`src/mbr_pkg.sv`:
```
// package: register map, field layout and codes for the mic bias and input routing bank
package mbr_pkg;
  // page and register numbers
  localparam logic [7:0] MBR_PAGE = 8'h01;
  localparam logic [7:0] MBR_REG_BIAS = 8'h33;
  localparam logic [7:0] MBR_REG_LPOS = 8'h34;
  localparam logic [7:0] MBR_REG_RSVD = 8'h35;
  localparam logic [7:0] MBR_REG_LNEG = 8'h36;
  localparam logic [7:0] MBR_REG_RPOS = 8'h37;
  // page select register, always mapped at word 0
  localparam logic [11:0] MBR_OFF_PAGE = 12'h000;
  // bias field positions
  localparam int MBR_BIAS_PWR_BIT = 6;
  localparam int MBR_BIAS_LVL_LSB = 4;
  localparam int MBR_BIAS_SRC_BIT = 3;
  localparam logic [7:0] MBR_BIAS_WMASK = 8'h78;
  // reset values
  localparam logic [7:0] MBR_RST_BIAS = 8'h00;
  localparam logic [7:0] MBR_RST_ROUTE = 8'h00;
  localparam logic [7:0] MBR_RST_PAGE = 8'h00;
  // bias level codes
  localparam logic [1:0] MBR_LVL_SUPPLY = 2'h3;
  // routing selector codes
  localparam logic [1:0] MBR_RT_OPEN = 2'h0;
  localparam logic [1:0] MBR_RT_10K = 2'h1;
  localparam logic [1:0] MBR_RT_20K = 2'h2;
  localparam logic [1:0] MBR_RT_40K = 2'h3;
  // AXI responses
  localparam logic [1:0] MBR_RESP_OKAY = 2'h0;
  localparam logic [1:0] MBR_RESP_SLVERR = 2'h2;
endpackage : mbr_pkg

```
`src/mbr_regs.sv`:
```
// mic bias and gain stage input routing register bank, AXI4-Lite slave
`timescale 1ns/1ps
// Functional notes
// - bias bit 6: 0 powers bias generator down, 1 powers it up
// - bias level codes 00,01,10 pick a level; 11 ties bias to supply
// - bias bit 3 selects analog supply (0) or regulator input supply (1)
// - bias bits 7 and 2..0 read zero; software writes only zeros there
// - left positive routing: input_one_left, input_two_left, input_three_left, input_one_right selectors high to low
// - selector codes: 00 open, 01 10k, 10 20k, 11 40k series resistance
// - register 53 is reserved, reads zero; software writes only zero
// - left negative routing: common path first, input_two_right, input_three_right high to low
// - left negative bits 1..0 select second common path, same encoding
// - right positive routing: input_one_right, input_two_right, input_three_right, input_two_left selectors high to low
// - all routing selectors read/write and reset to 00, nothing connected
// - registers decoded on page 1 at numbers 0x33 to 0x37
module mbr_regs
  import mbr_pkg::*;
(
  input wire logic clk,
  input wire logic rst,
  input wire logic [11:0] s_axi_awaddr,
  input wire logic s_axi_awvalid,
  output logic s_axi_awready,
  input wire logic [31:0] s_axi_wdata,
  input wire logic [3:0] s_axi_wstrb,
  input wire logic s_axi_wvalid,
  output logic s_axi_wready,
  output logic [1:0] s_axi_bresp,
  output logic s_axi_bvalid,
  input wire logic s_axi_bready,
  input wire logic [11:0] s_axi_araddr,
  input wire logic s_axi_arvalid,
  output logic s_axi_arready,
  output logic [31:0] s_axi_rdata,
  output logic [1:0] s_axi_rresp,
  output logic s_axi_rvalid,
  input wire logic s_axi_rready,
  output logic microphoneBiasPowerUp,
  output logic [3:0] microphoneBiasLevelSel,
  output logic microphoneBiasFromRegulator,
  output logic [3:0] leftGainFromInputOneLeft,
  output logic [3:0] leftGainFromInputTwoLeft,
  output logic [3:0] leftGainFromInputThreeLeft,
  output logic [3:0] leftGainFromInputOneRight,
  output logic [3:0] leftGainFromCommonPathFirst,
  output logic [3:0] leftGainFromInputTwoRight,
  output logic [3:0] leftGainFromInputThreeRight,
  output logic [3:0] leftGainFromCommonPathSecond,
  output logic [3:0] rightGainFromInputOneRight,
  output logic [3:0] rightGainFromInputTwoRight,
  output logic [3:0] rightGainFromInputThreeRight,
  output logic [3:0] rightGainFromInputTwoLeft
);

  // registers
  logic [7:0] pageSel;
  logic [7:0] biasConfiguration;
  logic [7:0] leftGainPositiveRouting;
  logic [7:0] leftGainNegativeRouting;
  logic [7:0] rightGainPositiveRouting;

  // write channel capture
  logic awHeld;
  logic wHeld;
  logic [11:0] awAddr;
  logic [7:0] wByte;
  logic wLane0;
  logic doWrite;

  assign s_axi_awready = !awHeld && !s_axi_bvalid;
  assign s_axi_wready = !wHeld && !s_axi_bvalid;
  assign doWrite = awHeld && wHeld && !s_axi_bvalid;

  always_ff @(posedge clk or posedge rst) begin
    if (rst) begin
      awHeld <= 1'b0;
      awAddr <= 12'h000;
    end else if (s_axi_awvalid && s_axi_awready) begin
      awHeld <= 1'b1;
      awAddr <= s_axi_awaddr;
    end else if (doWrite) begin
      awHeld <= 1'b0;
    end
  end

  always_ff @(posedge clk or posedge rst) begin
    if (rst) begin
      wHeld <= 1'b0;
      wByte <= 8'h00;
      wLane0 <= 1'b0;
    end else if (s_axi_wvalid && s_axi_wready) begin
      wHeld <= 1'b1;
      wByte <= s_axi_wdata[7:0];
      wLane0 <= s_axi_wstrb[0];
    end else if (doWrite) begin
      wHeld <= 1'b0;
    end
  end

  // address decode: page select at word 0, bank at 4 times register number
  function automatic logic mbr_hit(input logic [11:0] addr, input logic [7:0] page,
                                   input logic [7:0] num);
    mbr_hit = (page == MBR_PAGE) && (addr[1:0] == 2'h0) && (addr[11:10] == 2'h0)
              && (addr[9:2] == num);
  endfunction : mbr_hit

  function automatic logic mbr_mapped(input logic [11:0] addr, input logic [7:0] page);
    mbr_mapped = (addr == MBR_OFF_PAGE) || mbr_hit(addr, page, MBR_REG_BIAS)
                 || mbr_hit(addr, page, MBR_REG_LPOS) || mbr_hit(addr, page, MBR_REG_RSVD)
                 || mbr_hit(addr, page, MBR_REG_LNEG) || mbr_hit(addr, page, MBR_REG_RPOS);
  endfunction : mbr_mapped

  always_ff @(posedge clk or posedge rst) begin
    if (rst) begin
      s_axi_bvalid <= 1'b0;
      s_axi_bresp <= MBR_RESP_OKAY;
    end else if (doWrite) begin
      s_axi_bvalid <= 1'b1;
      s_axi_bresp <= mbr_mapped(awAddr, pageSel) ? MBR_RESP_OKAY : MBR_RESP_SLVERR;
    end else if (s_axi_bready) begin
      s_axi_bvalid <= 1'b0;
    end
  end

  // register stores; byte lane 0 only, upper lanes ignored
  always_ff @(posedge clk or posedge rst) begin
    if (rst) begin
      pageSel <= MBR_RST_PAGE;
    end else if (doWrite && wLane0 && awAddr == MBR_OFF_PAGE) begin
      pageSel <= wByte;
    end
  end

  always_ff @(posedge clk or posedge rst) begin
    if (rst) begin
      biasConfiguration <= MBR_RST_BIAS;
    end else if (doWrite && wLane0 && mbr_hit(awAddr, pageSel, MBR_REG_BIAS)) begin
      // reserved bits forced to zero whatever is written
      biasConfiguration <= wByte & MBR_BIAS_WMASK;
    end
  end

  always_ff @(posedge clk or posedge rst) begin
    if (rst) begin
      leftGainPositiveRouting <= MBR_RST_ROUTE;
      leftGainNegativeRouting <= MBR_RST_ROUTE;
      rightGainPositiveRouting <= MBR_RST_ROUTE;
    end else if (doWrite && wLane0) begin
      if (mbr_hit(awAddr, pageSel, MBR_REG_LPOS)) begin
        leftGainPositiveRouting <= wByte;
      end
      if (mbr_hit(awAddr, pageSel, MBR_REG_LNEG)) begin
        leftGainNegativeRouting <= wByte;
      end
      if (mbr_hit(awAddr, pageSel, MBR_REG_RPOS)) begin
        rightGainPositiveRouting <= wByte;
      end
      // register 53 has no storage; writes are accepted and dropped
    end
  end

  // read channel
  logic [7:0] readByte;

  always_comb begin
    readByte = 8'h00;
    if (s_axi_araddr == MBR_OFF_PAGE) begin
      readByte = pageSel;
    end else if (mbr_hit(s_axi_araddr, pageSel, MBR_REG_BIAS)) begin
      readByte = biasConfiguration;
    end else if (mbr_hit(s_axi_araddr, pageSel, MBR_REG_LPOS)) begin
      readByte = leftGainPositiveRouting;
    end else if (mbr_hit(s_axi_araddr, pageSel, MBR_REG_RSVD)) begin
      readByte = 8'h00;
    end else if (mbr_hit(s_axi_araddr, pageSel, MBR_REG_LNEG)) begin
      readByte = leftGainNegativeRouting;
    end else if (mbr_hit(s_axi_araddr, pageSel, MBR_REG_RPOS)) begin
      readByte = rightGainPositiveRouting;
    end
  end

  assign s_axi_arready = !s_axi_rvalid;

  always_ff @(posedge clk or posedge rst) begin
    if (rst) begin
      s_axi_rvalid <= 1'b0;
      s_axi_rdata <= 32'h00000000;
      s_axi_rresp <= MBR_RESP_OKAY;
    end else if (s_axi_arvalid && s_axi_arready) begin
      s_axi_rvalid <= 1'b1;
      s_axi_rdata <= {24'h000000, readByte};
      s_axi_rresp <= mbr_mapped(s_axi_araddr, pageSel) ? MBR_RESP_OKAY : MBR_RESP_SLVERR;
    end else if (s_axi_rready) begin
      s_axi_rvalid <= 1'b0;
    end
  end

  // one-hot decode of a selector: bit0 open, bit1 10k, bit2 20k, bit3 40k
  function automatic logic [3:0] mbr_route(input logic [1:0] code);
    case (code)
      MBR_RT_OPEN: mbr_route = 4'h1;
      MBR_RT_10K: mbr_route = 4'h2;
      MBR_RT_20K: mbr_route = 4'h4;
      MBR_RT_40K: mbr_route = 4'h8;
      default: mbr_route = 4'h1;
    endcase
  endfunction : mbr_route

  // decoded controls registered off stored bits, one cycle behind the store
  always_ff @(posedge clk or posedge rst) begin
    if (rst) begin
      microphoneBiasPowerUp <= 1'b0;
      microphoneBiasLevelSel <= 4'h1;
      microphoneBiasFromRegulator <= 1'b0;
    end else begin
      microphoneBiasPowerUp <= biasConfiguration[MBR_BIAS_PWR_BIT];
      // bit3 of the level select means bias tied to supply
      microphoneBiasLevelSel <= mbr_route(biasConfiguration[MBR_BIAS_LVL_LSB +: 2]);
      microphoneBiasFromRegulator <= biasConfiguration[MBR_BIAS_SRC_BIT];
    end
  end

  always_ff @(posedge clk or posedge rst) begin
    if (rst) begin
      leftGainFromInputOneLeft <= 4'h1;
      leftGainFromInputTwoLeft <= 4'h1;
      leftGainFromInputThreeLeft <= 4'h1;
      leftGainFromInputOneRight <= 4'h1;
      leftGainFromCommonPathFirst <= 4'h1;
      leftGainFromInputTwoRight <= 4'h1;
      leftGainFromInputThreeRight <= 4'h1;
      leftGainFromCommonPathSecond <= 4'h1;
      rightGainFromInputOneRight <= 4'h1;
      rightGainFromInputTwoRight <= 4'h1;
      rightGainFromInputThreeRight <= 4'h1;
      rightGainFromInputTwoLeft <= 4'h1;
    end else begin
      leftGainFromInputOneLeft <= mbr_route(leftGainPositiveRouting[7:6]);
      leftGainFromInputTwoLeft <= mbr_route(leftGainPositiveRouting[5:4]);
      leftGainFromInputThreeLeft <= mbr_route(leftGainPositiveRouting[3:2]);
      leftGainFromInputOneRight <= mbr_route(leftGainPositiveRouting[1:0]);
      leftGainFromCommonPathFirst <= mbr_route(leftGainNegativeRouting[7:6]);
      leftGainFromInputTwoRight <= mbr_route(leftGainNegativeRouting[5:4]);
      leftGainFromInputThreeRight <= mbr_route(leftGainNegativeRouting[3:2]);
      leftGainFromCommonPathSecond <= mbr_route(leftGainNegativeRouting[1:0]);
      rightGainFromInputOneRight <= mbr_route(rightGainPositiveRouting[7:6]);
      rightGainFromInputTwoRight <= mbr_route(rightGainPositiveRouting[5:4]);
      rightGainFromInputThreeRight <= mbr_route(rightGainPositiveRouting[3:2]);
      rightGainFromInputTwoLeft <= mbr_route(rightGainPositiveRouting[1:0]);
    end
  end

endmodule : mbr_regs

```
`config.mk`:
```
export PLATFORM = sky130hd
export DESIGN_NAME = mbr_regs
export DESIGN_NICKNAME = d
export VERILOG_FILES = /design/src/mbr_pkg.sv /design/src/mbr_regs.sv
export SDC_FILE = /design/constraint.sdc
export NUM_CORES = 1
export LEC_CHECK = 0
export ABC_AREA = 1
export BUFFER_PORTS_ARGS = -buffer_cell sky130_fd_sc_hd__buf_2
export CAP_MARGIN = 20
export CORE_MARGIN = 3
export CORE_UTILIZATION = 51
export DETAILED_ROUTE_END_ITERATION = 8
export PLACE_DENSITY_LB_ADDON = 0.08
export SLEW_MARGIN = 30
export SYNTH_ARGS = -nofsm -noshare
export SYNTH_HDL_FRONTEND = slang
export SYNTH_SLANG_ARGS = --single-unit
```
`constraint.sdc`:
```
create_clock -name clk -period 4.3 [get_ports clk]
set_input_delay 0 -clock clk [delete_from_list [all_inputs] [get_ports clk]]
set_output_delay 0 -clock clk [all_outputs]
set_load 0.03 [all_outputs]
```
==> results.cfg <==
[detailed_routing]
drt_pre_antenna_iters = 4
vias_per_cell = 4.721
routed_wl_um = 11710
drc_errors = 0
drtIter0Drc = 225
ant_nets = 0
vias = 4046
wl_per_cell_um = 13.67

[hold_path]
hold_class = primary input to flip-flop
min_from = s_axi_araddr[3]
whs_endpoint = s_axi_rdata[3]
holdPathStages = 6

[timing]
finClkSkew_ps = 6.385
maxSlewViolCount = 0
worst_pin_slew_ps = 704.7
slew_headroom = 0.5302
rsz0062_at_grt = false
tns_ps = 0
hold_viol = 0
fmax_mhz = 355.9
min_period_over_period = 0.6535
period_needed_ps = 2810
setup_viol = 0

[clocking]
clk_pin_slew_ps = 60
clockBufferDepth = 2
cts_max_level = 4
clock_sinks = 125
cts_tree = yes
cts_root_buffer = clkbuf_8
clk_latency_ps = 520
post_cts_buffers = 0
cts_buffers = 17

[setup_path]
r2r_slack_ps = 1490
crit_path_end_kind = flip-flop
crit_family = simple AND/OR/NAND/NOR gates
worstSetupPathType = flip-flop to flip-flop
crit_buf_inv = 2
r2r_start = pageSel[2]
start_kind = flip-flop
reg2reg_to = s_axi_rresp[1]
cp_cell_sequence = nor2_1 -> nand2_1 -> nor2_4 -> nand3_1 -> nor2_1 -> nand2_1 -> dlygate4sd3_1 -> nand4_1 -> nand2_1 -> dlygate4sd3_1
cp_data_required_time_ps = 4700
worstPathArrival_ps = 3210
slowest_delay_ps = 570
worstPathMaxFanout = 8
reg2reg_depth = 10
cp_common_cell = nand2_1
slowest_stage = dlygate4sd3_1

[placed_design]
port_buffers = 108
gp_congestion = 0.8499
dp_hpwl_um = 7910
numPlacedInstances = 794

[die]
num_rows = 36
core_area_um2 = 10000
initial_core_util = 0.5370
die_w_um = 108.6
io_pins = 162
die_h_um = 108.6
fp.dieArea_um2 = 11800

[pwr]
ir_worst_vdd_uv = 452.3
leakage_nw = 3.680
power.density_nw_per_um2 = 497.2
total_power_mw = 3.404

[grt]
antenna_found_initial = 0
grt_pass1_vias = 4134
track_usage = 0.2174
grt_pass1_wl_um = 19490
grt_max_degree = 83
overflow = 0

[synthesis]
synth_top_area_cell = dfrtp_1
yosys-top-cells-area = dfrtp_1 52%, nand2_1 7.7%, dfstp_2 6.4%
yosysMostFrequentCell = dfrtp_1
synth-main-ff-cell = dfrtp_1
async_flop_share = 1.000
synth_top_area_share = 0.5219
syn_area_um2 = 5370
syn_inst = 560
yosys_register_bits = 125
ys.warnings.count = 0
synth_edf_count = 0
synthDistinctLibCells = 33
syn_area_per_cell_um2 = 9.590
netlist_top_cells_count = 112 x dfrtp_1, 110 x nand2_1, 79 x nor2_1
ys_seq_area_frac = 0.5855

[job]
maxCapViolCount = 0

[cells_and_area]
drive_gt1_frac = 0.3025
final_cells = 857
layout.nets = 778
area_growth_pct = 27.47
post-route-util = 0.6846
antenna-diode-count = 0

[run_status]
status = completed
==> cell usage in the layout (no fill, tap or decap) <==
cell	count
dfrtp_1	112
nand2_1	110
buf_2	108
nor2_1	79
inv_1	73
dlygate4sd3_1	31
o21ai_2	26
conb_1	26
nand3_1	16
clkbuf_16	16
nand4_1	13
dfstp_2	13
o21ai_0	12
mux2_2	11
a21oi_1	11
nand2_2	9
o21ai_1	7
inv_2	6
clkinv_2	5
nand3b_1	4
or2_2	4
bufinv_16	4
nor3_1	3
o21a_1	3
nor2_4	2
clkinv_1	2
nor2_2	2
clkbuf_8	2
clkinvlp_4	2
clkbuf_1	2
and3_1	1
nor3_4	1
nand4_2	1
nor4_2	1
nor2_8	1
nand3_4	1
nand3b_4	1
inv_6	1
clkinv_4	1
buf_4	1
==> power breakdown <==
part           switching, mW  total (mW)  internal (mW)
Clock                  0.492        1.44          0.951
Sequential            0.0918        1.40           1.31
Combinational          0.380       0.562          0.182
==> stage by stage <==
stage	setup slack (ps)	hold WS, ps	instance area, um^2
floorplan	993.9	96.45	5464
global placement	2541	186.5	5928
detailed placement	2492	203.7	5928
CTS	1545	2.187	6843
global route	1298	43.39	6845
finish	1490	40.65	6845
==> logic make-up (layout without fill, tap and decap cells) <==
group | Yosys count | in the layout | share of synthesized area
AND/OR/NAND/NOR | 249 | 249 | 0.2118
other | 1 | 26 | 0.0006983
flip-flops | 125 | 125 | 0.5855
buffers and inverters | 115 | 254 | 0.1044
AO/OA/AOI/OAI | 59 | 59 | 0.07456
multiplexers | 11 | 11 | 0.02307
==> sequential cells by signal, summed over array words and instances (netlist names), 8 cells and up <==
register,flops
leftGainNegativeRouting,8
pageSel,8
s_axi_rdata,8
rightGainPositiveRouting,8
awAddr,12
wByte,8
leftGainPositiveRouting,8
==> tightest hold or removal path: stages <==
cell     delay [ps]
buf_2           130
nor2_1          110
nand3_1          80
nand3_1          70
nand2_1          70
nand2_1          50
==> routing by layer <==
layer | GRT usage | part of all wire | vias to the layer above
met2 | 0.3786 | 0.51 | 130
li1 | - | - | 2000
met3 | 0.04855 | 0.061 | 20
met5 | 0 | 0 | -
met4 | 0.08837 | 0.021 | 0
met1 | 0.2615 | 0.41 | 1896
==> how the worst max path moves through the flow <==
stage	from	to	slack, ps	cells past startpoint
global placement	awAddr[3]	pageSel[6]	2540	7
global route	pageSel[2]	s_axi_rresp[1]	1300	10
detailed placement	awAddr[3]	pageSel[5]	2490	7
CTS	pageSel[2]	s_axi_rresp[1]	1540	10
finish	pageSel[2]	s_axi_rresp[1]	1490	10
floorplan	rst	awAddr[0]	990	1
==> what timing repair did <==
action	in CTS	in global routing
gates resized for setup	0	0
hold buffers	31	0
endpoints found under the hold margin	101	0
==> cell type report <==
class                           instances  area [um^2]
Tap cell                              133        166.4
Multi-Input combinational cell        345         1759
Clock inverter                         12        168.9
Inverter                               82        312.8
Fill cell                             826         3154
Clock buffer                           20        435.4
Sequential cell                       125         3144
Timing Repair Buffer                  140        858.3
Power figures use the tool's default switching activity.
